**src/pkg/rsc_defines.vh**
```
// constants for the ring setup command handler
//
// Contract
// - define ring always accepted, executed once ring stopped, complete or not defined
// - ring pointers keep upper bits fixed, lower bits wrap at ring length; 0100 = 128 bytes
// - differing read and write pointers: fetch at read pointer, write status at write pointer
// - indicate-after-copy transmit ring reports only the local copy outcome
// - setup commands accepted any time from command register or descriptor ring; here a go written while a command is pending is ignored
// - set destination configures DMA destination ring; define ring 00 the source ring
// - set destination with ready bit moves destination ring to ready, else not ready; here the ready bit loads the local start address instead
// - read low from bits 47:35, high from 31:16, write low from 15:3
// - local start address high from bits 31:16, low from 15:3, bits 2:0 zero
// - local addresses keep upper start bits, region sized by code; 010 = 32K bytes
// - bit pair 00 normal, 01 invalid, 10 local, 11 local early indication rings 0-3
// - define ring with ready bit goes ready and fetches, else complete
// - pointers mark next descriptor and wrap at the programmed modulo length
`ifndef RSC_DEFINES_VH
`define RSC_DEFINES_VH

// apb register byte addresses
`define RSC_ADDR_CMD_HI     12'h000
`define RSC_ADDR_CMD_LO     12'h004
`define RSC_ADDR_CTRL       12'h008
`define RSC_ADDR_STATUS     12'h00c
`define RSC_ADDR_SEL        12'h010
`define RSC_ADDR_RD_PTR     12'h014
`define RSC_ADDR_WR_PTR     12'h018
`define RSC_ADDR_LOC_START  12'h01c
`define RSC_ADDR_RING_PARAM 12'h020
`define RSC_ADDR_LOC_PARAM  12'h024
`define RSC_ADDR_STATE      12'h028

// command word fields (64-bit word, hi word holds 63:32)
`define RSC_OPC_HI   55
`define RSC_OPC_LO   52
`define RSC_OPC_DEF  4'h0
`define RSC_OPC_DST  4'h1
// bits 61:56 of every ring command word; bit 63 set, bit 62 free
`define RSC_CMD_TAG  6'h3e
`define RSC_BIT_L    54
`define RSC_BIT_I    53
`define RSC_BIT_R    51
`define RSC_RING_HI  50
`define RSC_RING_LO  48
`define RSC_RDL_HI   47
`define RSC_RDL_LO   35
`define RSC_PH_HI    31
`define RSC_PH_LO    16
`define RSC_WRL_HI   15
`define RSC_WRL_LO   3

// ring states
`define RSC_ST_NOTDEF   3'h0
`define RSC_ST_READY    3'h1
`define RSC_ST_COMPLETE 3'h2
`define RSC_ST_STOPPED  3'h3
`define RSC_ST_NOTREADY 3'h4
`define RSC_ST_ACTIVE   3'h5

// ctrl bits
`define RSC_CTRL_GO     0
`define RSC_CTRL_SRC_HI 4
`define RSC_CTRL_SRC_LO 2
`define RSC_CTRL_EMB    5
`define RSC_CTRL_STOP   6

// status bits
`define RSC_STS_BUSY    0
`define RSC_STS_DONE    1
`define RSC_STS_REJ     2
`define RSC_STS_PEND    3

`define RSC_RING_PARAM_RST 32'h0000_0004
`define RSC_LOC_PARAM_RST  32'h0000_0002
`endif

```
**src/rtl/rsc_region_wrap.v**
```verilog
// region-confined address: upper bits fixed, lower bits wrap at 2^size_log2 bytes
`timescale 1ns/100ps
`default_nettype none
module rsc_region_wrap #(
  parameter MAX_LOG2 = 24
) (
  input  wire [31:0] base,
  input  wire [4:0]  size_log2,
  input  wire [31:0] offset,
  output wire [31:0] addr
);
  wire [31:0] mask;
  // low bits follow base+offset, high bits stay those of base
  assign mask = (32'h0000_0001 << size_log2) - 32'h0000_0001;
  assign addr = (base & ~mask) | ((base + offset) & mask & 32'hffff_fffc);
endmodule // rsc_region_wrap
`default_nettype wire

```
**src/rtl/rsc_ring_setup.v**
```verilog
// ring setup command interpreter with apb register access
`timescale 1ns/100ps
`default_nettype none
`include "rsc_defines.vh"
module rsc_ring_setup #(
  parameter NRING = 8
) (
  input  wire        REF_CLK,
  input  wire        RST_N,
  input  wire        PSEL,
  input  wire        PENABLE,
  input  wire        PWRITE,
  input  wire [11:0] PADDR,
  input  wire [31:0] PWDATA,
  output reg  [31:0] PRDATA,
  output reg         PREADY,
  output reg         PSLVERR,
  output reg         FETCH_REQ,
  output reg  [2:0]  FETCH_RING,
  output reg  [31:0] FETCH_ADDR,
  output reg  [31:0] STATUS_ADDR,
  output reg  [31:0] LOCAL_ADDR,
  output reg         COPY_ONLY_IND
);
  // command staging
  reg [31:0] cmd_hi;
  reg [31:0] cmd_lo;
  reg [2:0]  src_ring;
  reg        src_emb;
  reg        pending;
  reg        done;
  reg        rej;
  reg [2:0]  sel;
  // per-ring context
  reg [2:0]  state     [0:NRING-1];
  reg [31:0] rd_ptr    [0:NRING-1];
  reg [31:0] wr_ptr    [0:NRING-1];
  reg [31:0] dst_rd    [0:NRING-1];
  reg [31:0] dst_wr    [0:NRING-1];
  reg [2:0]  dst_state [0:NRING-1];
  reg [31:0] loc_start [0:NRING-1];
  reg [1:0]  ring_mode [0:NRING-1];
  reg [31:0] ring_param;
  reg [31:0] loc_param;
  reg [31:0] rd_off;
  reg [31:0] wr_off;
  integer    i;

  wire        apb_acc  = PSEL & PENABLE & ~PREADY;
  wire        apb_wr   = apb_acc & PWRITE;
  wire [3:0]  opc      = cmd_hi[`RSC_OPC_HI-32:`RSC_OPC_LO-32];
  wire        bit_l    = cmd_hi[`RSC_BIT_L-32];
  wire        bit_i    = cmd_hi[`RSC_BIT_I-32];
  wire        bit_r    = cmd_hi[`RSC_BIT_R-32];
  wire [2:0]  tgt      = cmd_hi[`RSC_RING_HI-32:`RSC_RING_LO-32];
  // pointer fields; low three bits forced zero
  wire [31:0] rd_new   = {cmd_lo[`RSC_PH_HI:`RSC_PH_LO], cmd_hi[`RSC_RDL_HI-32:`RSC_RDL_LO-32], 3'h0};
  wire [31:0] wr_new   = {cmd_lo[`RSC_PH_HI:`RSC_PH_LO], cmd_lo[`RSC_WRL_HI:`RSC_WRL_LO], 3'h0};
  // every ring command carries the fixed tag; define keeps l,i inside its opcode nibble
  wire        hdr_ok   = cmd_hi[31] && (cmd_hi[29:24] == `RSC_CMD_TAG);
  wire        is_def   = hdr_ok && ((opc & 4'h9) == `RSC_OPC_DEF);
  wire        is_dst   = hdr_ok && (opc == `RSC_OPC_DST) && !bit_r;
  wire        is_loc   = hdr_ok && (opc == `RSC_OPC_DST) && bit_r && !bit_l && !bit_i;
  wire        self_tgt = src_emb && (tgt == src_ring);
  // range checks; destination ring 4-5 invalid, others 0-5
  wire        bad_num  = is_dst ? (tgt == 3'h4 || tgt == 3'h5) : (tgt > 3'h5);
  wire        bad_li   = is_def && ((!bit_l && bit_i) || (bit_l && bit_i && tgt > 3'h3));
  wire        reject   = bad_num | self_tgt | bad_li | !(is_def | is_dst | is_loc);
  // define ring waits for a quiescent target ring
  wire        tgt_idle = (state[tgt] == `RSC_ST_STOPPED) || (state[tgt] == `RSC_ST_COMPLETE) ||
                         (state[tgt] == `RSC_ST_NOTDEF);
  wire        can_run  = !is_def || tgt_idle || reject;

  // length codes to region sizes: ring code 0100 -> 128 bytes, local code 010 -> 32K bytes
  wire [4:0]  ring_log2 = {1'b0, ring_param[3:0]} + 5'h03;
  wire [4:0]  loc_log2  = {2'b00, loc_param[2:0]} + 5'h0d;
  wire [31:0] fetch_w;
  wire [31:0] stat_w;
  wire [31:0] loc_w;

  rsc_region_wrap #(.MAX_LOG2(24)) u_rd (
    .base      (rd_ptr[sel]),
    .size_log2 (ring_log2),
    .offset    (rd_off),
    .addr      (fetch_w)
  );
  rsc_region_wrap #(.MAX_LOG2(24)) u_wr (
    .base      (wr_ptr[sel]),
    .size_log2 (ring_log2),
    .offset    (wr_off),
    .addr      (stat_w)
  );
  rsc_region_wrap #(.MAX_LOG2(24)) u_loc (
    .base      (loc_start[sel]),
    .size_log2 (loc_log2),
    .offset    (32'h0000_0000),
    .addr      (loc_w)
  );

  // apb slave: one wait state, answer in second access cycle
  always @(posedge REF_CLK) begin
    if (!RST_N) begin
      PREADY     <= 1'b0;
      PSLVERR    <= 1'b0;
      PRDATA     <= 32'h0000_0000;
      cmd_hi     <= 32'h0000_0000;
      cmd_lo     <= 32'h0000_0000;
      src_ring   <= 3'h0;
      src_emb    <= 1'b0;
      sel        <= 3'h0;
      ring_param <= `RSC_RING_PARAM_RST;
      loc_param  <= `RSC_LOC_PARAM_RST;
    end else begin
      PREADY  <= apb_acc;
      PSLVERR <= 1'b0;
      if (apb_wr) begin
        case (PADDR)
          `RSC_ADDR_CMD_HI: begin
            if (!pending) cmd_hi <= PWDATA;
          end
          `RSC_ADDR_CMD_LO: begin
            if (!pending) cmd_lo <= PWDATA;
          end
          `RSC_ADDR_CTRL: begin
            if (!pending) begin
              src_ring <= PWDATA[`RSC_CTRL_SRC_HI:`RSC_CTRL_SRC_LO];
              src_emb  <= PWDATA[`RSC_CTRL_EMB];
            end
          end
          `RSC_ADDR_SEL: sel <= PWDATA[2:0];
          // parameters may only change while the selected ring is not defined
          `RSC_ADDR_RING_PARAM: begin
            if (state[sel] == `RSC_ST_NOTDEF && dst_state[sel] == `RSC_ST_NOTDEF) ring_param <= PWDATA;
            else PSLVERR <= 1'b1;
          end
          `RSC_ADDR_LOC_PARAM: begin
            if (state[sel] == `RSC_ST_NOTDEF) loc_param <= PWDATA;
            else PSLVERR <= 1'b1;
          end
          `RSC_ADDR_STATUS: ;
          default: PSLVERR <= 1'b1;
        endcase
      end else if (apb_acc) begin
        case (PADDR)
          `RSC_ADDR_CMD_HI:     PRDATA <= cmd_hi;
          `RSC_ADDR_CMD_LO:     PRDATA <= cmd_lo;
          `RSC_ADDR_CTRL:       PRDATA <= {26'h0, src_emb, src_ring, 2'b00};
          `RSC_ADDR_STATUS:     PRDATA <= {28'h0, pending, rej, done, pending};
          `RSC_ADDR_SEL:        PRDATA <= {29'h0, sel};
          `RSC_ADDR_RD_PTR:     PRDATA <= rd_ptr[sel];
          `RSC_ADDR_WR_PTR:     PRDATA <= wr_ptr[sel];
          `RSC_ADDR_LOC_START:  PRDATA <= loc_start[sel];
          `RSC_ADDR_RING_PARAM: PRDATA <= ring_param;
          `RSC_ADDR_LOC_PARAM:  PRDATA <= loc_param;
          `RSC_ADDR_STATE:      PRDATA <= {24'h0, 1'b0, dst_state[sel], 1'b0, state[sel]};
          default: begin
            PRDATA  <= 32'h0000_0000;
            PSLVERR <= 1'b1;
          end
        endcase
      end
    end
  end

  // command execution; a go write is accepted when no command is pending and parked until runnable
  always @(posedge REF_CLK) begin
    if (!RST_N) begin
      pending <= 1'b0;
      done    <= 1'b0;
      rej     <= 1'b0;
      for (i = 0; i < NRING; i = i + 1) begin
        state[i]     <= `RSC_ST_NOTDEF;
        dst_state[i] <= `RSC_ST_NOTDEF;
        rd_ptr[i]    <= 32'h0000_0000;
        wr_ptr[i]    <= 32'h0000_0000;
        dst_rd[i]    <= 32'h0000_0000;
        dst_wr[i]    <= 32'h0000_0000;
        loc_start[i] <= 32'h0000_0000;
        ring_mode[i] <= 2'b00;
      end
    end else begin
      if (apb_wr && PADDR == `RSC_ADDR_CTRL && PWDATA[`RSC_CTRL_GO] && !pending) begin
        pending <= 1'b1;
        done    <= 1'b0;
        rej     <= 1'b0;
      end else if (pending && can_run) begin
        pending <= 1'b0;
        done    <= 1'b1;
        rej     <= reject;
        if (!reject) begin
          if (is_def) begin
            rd_ptr[tgt]    <= rd_new;
            wr_ptr[tgt]    <= wr_new;
            ring_mode[tgt] <= {bit_l, bit_i};
            state[tgt]     <= bit_r ? `RSC_ST_READY : `RSC_ST_COMPLETE;
          end else if (is_dst) begin
            dst_rd[tgt]    <= rd_new;
            dst_wr[tgt]    <= wr_new;
            dst_state[tgt] <= bit_r ? `RSC_ST_READY : `RSC_ST_NOTREADY;
          end else begin
            loc_start[tgt] <= wr_new;
          end
        end
      end
      // ring stop from software, so a repeating ring can be halted
      if (apb_wr && PADDR == `RSC_ADDR_CTRL && PWDATA[`RSC_CTRL_STOP] && state[sel] != `RSC_ST_NOTDEF) begin
        state[sel] <= `RSC_ST_STOPPED;
      end
    end
  end

  // descriptor walker: fetch at read pointer, status at write pointer, 8 bytes a step
  always @(posedge REF_CLK) begin
    if (!RST_N) begin
      rd_off        <= 32'h0000_0000;
      wr_off        <= 32'h0000_0000;
      FETCH_REQ     <= 1'b0;
      FETCH_RING    <= 3'h0;
      FETCH_ADDR    <= 32'h0000_0000;
      STATUS_ADDR   <= 32'h0000_0000;
      LOCAL_ADDR    <= 32'h0000_0000;
      COPY_ONLY_IND <= 1'b0;
    end else begin
      FETCH_REQ   <= (state[sel] == `RSC_ST_READY);
      FETCH_RING  <= sel;
      FETCH_ADDR  <= fetch_w;
      STATUS_ADDR <= stat_w;
      LOCAL_ADDR  <= loc_w;
      // early-indication rings report only the system-to-local copy
      COPY_ONLY_IND <= (ring_mode[sel] == 2'b11);
      if (pending && can_run && !reject && tgt == sel) begin
        rd_off <= 32'h0000_0000;
        wr_off <= 32'h0000_0000;
      end else if (state[sel] == `RSC_ST_READY) begin
        // offsets wrap inside region via the wrap unit, so ownership bits repeat
        rd_off <= rd_off + 32'h0000_0008;
        wr_off <= wr_off + 32'h0000_0008;
      end
    end
  end
endmodule // rsc_ring_setup
`default_nettype wire

```
**config.mk**
```make
export PLATFORM = sky130hd
export DESIGN_NAME = rsc_ring_setup
export DESIGN_NICKNAME = d
export VERILOG_FILES = /design/src/rtl/rsc_region_wrap.v /design/src/rtl/rsc_ring_setup.v
export VERILOG_INCLUDE_DIRS = /design/src /design/src/pkg
export SDC_FILE = /design/constraint.sdc
export NUM_CORES = 1
export LEC_CHECK = 0
export ABC_CLOCK_PERIOD_IN_PS = 7500
export BUFFER_PORTS_ARGS = -buffer_cell sky130_fd_sc_hd__buf_2
export CORE_UTILIZATION = 30
export DETAILED_ROUTE_END_ITERATION = 7
export SLEW_MARGIN = 20
export SYNTH_ARGS = -nofsm -noshare
export SYNTH_HDL_FRONTEND = slang
export SYNTH_SLANG_ARGS = --single-unit
```
**constraint.sdc**
```tcl
create_clock -name REF_CLK -period 7.5 [get_ports REF_CLK]
set_input_delay 0.75 -clock REF_CLK [delete_from_list [all_inputs] [get_ports REF_CLK]]
set_output_delay 0.75 -clock REF_CLK [all_outputs]
set_load 0.02 [all_outputs]
```
==> After elaboration in Yosys (flattened, before gate mapping) <==
Memories as Yosys holds them, arrays and structs flattened. A register that Yosys moved wholly into a read port is not among the register bits.
Index checks and enable logic that the tools add are counted.
{ "totals": {"latchBits": 0, "rom_bits": 0, "output_inout_bits": 135, "ff_bits": 337, "word_cells": 212, "input_bits": 49, "n_memories": 6, "ram_bits": 752} }
{ "memory_table": {"columns": ["memory", "depth", "width", "read_ports", "rd_clocked_by_memory_dff", "write_ports", "line", "text"], "rows": [
  ["loc_start", 8, 29, 1, 1, 8, "rsc_ring_setup.v:41", "reg [31:0] loc_start [0:NRING-1];"],
  ["rd_ptr", 8, 29, 1, 1, 8, "rsc_ring_setup.v:36", "reg [31:0] rd_ptr [0:NRING-1];"],
  ["wr_ptr", 8, 29, 1, 1, 8, "rsc_ring_setup.v:37", "reg [31:0] wr_ptr [0:NRING-1];"],
  ["dst_state", 8, 3, 1, 1, 8, "rsc_ring_setup.v:40", "reg [2:0] dst_state [0:NRING-1];"],
  ["ring_mode", 8, 2, 1, 1, 8, "rsc_ring_setup.v:42", "reg [1:0] ring_mode [0:NRING-1];"],
  ["state", 8, 2, 2, 2, 8, "rsc_ring_setup.v:35", "reg [2:0] state [0:NRING-1];"]
]} }
{ "op_classes": {"n_bitwise": 23, "muxes": 71, "n_reduce_logical": 59, "order_cmp": 2, "n_mul": 0, "eq_ne": 20, "n_div": 0, "shifts": 2, "add_sub_neg": 8} }
{ "op_table": {"columns": ["op", "n"], "rows": [
  ["$pmux 32 s11", 1],
  ["$and 32x32->32", 6],
  ["$or 32x32->32", 3],
  ["$mux 29", 3],
  ["$reduce_or 29->1", 3],
  ["$mux 3", 23],
  ["$add 32x32->32", 2],
  ["$add 32x4->32 const B", 2],
  ["$not 32->32", 2],
  ["$shl 1x5->32 const A", 2],
  ["$sub 32x1->32 const B", 2],
  ["$eq 12x5->1 const B", 4],
  ["$mux 1", 39],
  ["$eq 12x6->1 const B", 3],
  ["$eq 12x4->1 const B", 2],
  ["$logic_and 1x1->1", 21],
  ["$reduce_and 3->1", 5],
  ["$eq 12x3->1 const B", 1],
  ["$logic_not 12->1", 1],
  ["$reduce_or 11->1", 1],
  ["$reduce_or 2->1", 5],
  ["$logic_not 3->1", 3],
  ["$mux 2", 4],
  ["$logic_not 1->1", 7],
  ["22 further kinds", 40]
]} }

==> Depth between registers and ports, before layout <==
{ "depth": {"ltp_word": 17, "ltp_mapped": 15, "depth_no_buf": 11} }

==> Cells and area by module <==
Synthesis repeated with hierarchy kept, for this count alone.
{ "hier_totals": {"cells_unflattened": 3967, "area_unflattened_um2": 46271.9} }
{ "modules_own_cells": {"columns": ["module", "instances", "cells_per_inst", "seq_area_each_um2", "area_each_um2"], "rows": [
  ["rsc_ring_setup", 1, 3022, 25084.1, 39909.5],
  ["rsc_region_wrap", 3, 315, 0.0, 2120.8]
]} }

==> Worst setup path after synthesis <==
OpenSTA, ideal clock, no wires.
{ "synth_timing": {"path_kind": "input-to-reg", "from": "in RST_N", "to": "mem rd_ptr[1][0] (netlist name), enable pin", "arrival_ns": 5.256, "slack_ns": 1.738, "setup_time_ns": 0.506, "stages": 8, "path_buffers": 3, "required_time_ns": 6.994, "path_cell_list": "clkbuf_1 > inv_1 > nor2_1 > nand4_1 > or3_1 > clkbuf_1 > clkbuf_1 > o21ai_0"} }
{ "synth_lines": {"columns": ["element", "line", "text"], "rows": [
  ["from (decl)", "rsc_ring_setup.v:9", "input wire RST_N,"],
  ["to (decl)", "rsc_ring_setup.v:36", null]
]} }

==> impl_results.md <==
* Outcome: complete, no violations
* I/O pin count at around 180
* Drt pass-1 iters at 6
* Via count at roughly 28000
* Initial antenna violation count at 11
* DRC Markers at 0
* Row Count at ~130
* Total track usage at a little under a fifth
* Clk_lat worst skew at about 0.7 ns
* Worst-path clk slew at about 0.060 ns
* Largest family of logic cells by synthesized area: simple AND/OR/NAND/NOR gates
* Pwr per Cell Area at about 240 nW/um^2
* Max Fclk at ~230 MHz
* Simple logic cell fraction of the synthesized area at 15.25%
* Max Cap Viol at 0
* Htree depth at 3
* Reg-to-Reg End: STATUS_ADDR[15]
* Reg area at ~24000 sq um
* Wire length per cell at approximately 24 um
* Crit Path Class: register to register
* Global-route wire length before repair at roughly 190000 um
* Worst Path Max Fanout at 33
* Nets at 3572
* Share of cells above drive strength 1 at ~17%
* Final Max Tran Viols at 0
* Top-count cell post-synth: edfxtp_1
* Post-synthesis xor/xnor area fraction at ~1%
* Routed wire length at ~130000 um
* Initial drt markers at 3459
* Data required time at the worst endpoint at 8.17 ns
* Via density at slightly above 5
* Hold Crit Class: input pin to register
* Post-CTS sizing at 0
* Yosys top cell by area: edfxtp_1
* Yosys top cell area share at between 40 and 50%
* Die Wd at roughly 360 um
* Die area at 133100 sq um
* Met1 Usage GRT at a little over a quarter
* CTS tree: built
* Final GP Congestion at 0.9331
* Final setup TNS at 0 ns
* Main synth FF type: edfxtp_1
* Global routing's busiest layer: met2
* Nature of the critical path endpoint: register
* Non-filler cells, final at roughly 5300
* Setup violations, final at 0
* Synthesis-stage register bit count at 916
* Min Tclk post-route at around 4.3 ns
* Multi-input combinational cell area at 14870 sq um
* R2R Setup Slk at roughly 3.2 ns
* Async SR Flop Fraction at 0%
* Clk root buf: clkbuf_16
* Vias in the first global route at approximately 27000
* Area growth, synth to finish at 17.13%
* Cell variety after synth at 80
* Commonest cells post-synth: edfxtp_1, nor2_1, nand2_1
* Avg Inst Size Synth at 12.27 sq um
* Cells after DPL at about 5100
* Postcts setup bufs at 0
* Unrepaired setup endpoints after global routing: false
* Fin. Hold Viols at 0
* Final ANT Viol Nets at 0
* Crit share post-route at 57.14%
* Startpoint Class: register
* LEAKAGE at between 15 and 20 nW
* Number of synthesized flops with an enable pin at 600
* Critical Path AT at just under 5 ns
* Die H at approximately 360 um
* Register area share after synthesis at between 60% and 70%
* VDD IR max at between 0.15 and 0.2 mV
* PortBufs at 174
* # hold bufs at CTS at 0
* Synth Area in Compound Gates at ~6.9%
* Total core area at between 100000 and 150000 sq um
* Critical Path End: STATUS_ADDR[15]
* Synth Area in Adders at between 1 and 1.5%
* Slew @ Worst Pin at ~1.2 ns
* Max clock buf depth at 3
* Grt met3 use at between 4 and 5%
* Clock sink count at between 900 and 1000
* Total grt overflow at 0
* Most area-consuming cells after synthesis: edfxtp_1, dfxtp_1, mux4_2
* Post-Syn Area at 39480 sq um
* Starting Density at 30.38%
* HPWL after detailed placement at between 80000 and 90000 um
* Worst slew margin relative to its limit at ~20%
* Total CTS buffers at just under 100
* Ys Warns at 0
* Clock Skew at 0.04103 ns
* # fillers at 12770
* Mux share of post-synthesis cell area at a little under an eighth
* Largest net degree at the start of global routing at 170
* Syn Inst Count at between 3000 and 4000
* Worst R2R Path Depth at 11
* Met2 global-route usage at 28.84%
[how the worst min path moves through the flow]
stage                     endpoint           start  cells after the start  slack, ns
detailed placement      PRDATA[24]      PRDATA[24]                      2       0.44
global placement        PRDATA[25]      PRDATA[25]                      2       0.44
floorplan           ring_param[12]  ring_param[12]                      2       0.43
global route            cmd_hi[13]      PWDATA[13]                      3       0.29
CTS                     cmd_hi[13]      PWDATA[13]                      3       0.26
finish                  cmd_hi[13]      PWDATA[13]                      3       0.31
[cell families (layout without fill, tap and decap cells)]
logic type | Yosys count | after routing
compound gates | 420 | 420
xor+xnor | 46 | 46
fa+ha+maj | 34 | 34
buf+inv | 263 | 452
flops | 916 | 916
mux | 254 | 254
other cells | 1 | 173
simple gates | 1284 | 1284
[through the flow]
step / power (mW) / hold WS, ns / instance area, sq um / worst slack [ns] / util (%)
after CTS: 11.23 / 0.2552 / 46220 / 3.262 / 35.56
after global routing: 11.45 / 0.2858 / 46230 / 3.014 / 35.57
after floorplan: 6.000 / 0.4282 / 40110 / 1.738 / -
after detailed placement: 6.215 / 0.4416 / 42890 / 2.929 / 33.00
final: 11.15 / 0.3072 / 46250 / 3.214 / 35.58
after global placement: 6.207 / 0.4375 / 42880 / 3.021 / 32.99
[metal layers]
| layer | share of wire, % | routed length (um) |
|---|---|---|
| met1 | 43 | 55460 |
| met3 | 10 | 13180 |
| met5 | 0.020 | 26 |
| met4 | 3.1 | 3990 |
| met2 | 44 | 56660 |
[flip-flops by register name, summed over array words and instances (netlist names), 3 cells and up, named ones only]
name	count
cmd_hi	32
state	16
ring_mode	16
loc_param	32
dst_state	16
ring_param	32
STATUS_ADDR	29
loc_start	232
rd_off	15
wr_off	15
FETCH_ADDR	29
FETCH_RING	3
cmd_lo	32
rd_ptr	172
sel	3
src_ring	3
PRDATA	32
LOCAL_ADDR	29
wr_ptr	164
[area by class of cell]
cell class,instances,area share (%)
diodes,6,0.03247
clock buffers,133,5.876
clock inverters,50,1.334
inverters,35,0.3003
multi-input cells,2205,32.16
flip-flops and latches,916,52.66
well taps,1742,4.713
repair buffers,234,2.925
[critical path: stages (launching register included)]
cell and delay [ns]:
dfxtp_4 0.67, buf_4 0.48, mux4_2 0.37, mux2i_1 0.55
inv_1 0.11, ha_1 0.26, a21o_1 0.19, a21oi_1 0.17
a21boi_0 0.70, o31ai_1 0.24, nor4_1 0.29, a211o_1 0.13
[power by group]
group          switching, mW  internal [mW]
logic                  0.323          0.133
clock network           2.16           2.88
registers             0.0670           5.59
[cell usage in the layout (no fill, tap or decap), types with 32 or more instances in the layout]
master     netlist  routed
nor2_1         412     406
ha_1            32      32
clkbuf_16        0      98
nand2_1        373     372
nand3_1        107     107
edfxtp_1       600     600
buf_4           13      58
mux4_2         151     151
and2_1         226     226
a21oi_1        110     110
inv_1           35      33
o21ai_0        135     124
mux2i_1         83      82
conb_1           1     167
buf_2           35     173
dfxtp_1        316     313
No activity file was read; power rests on OpenSTA's default activity.
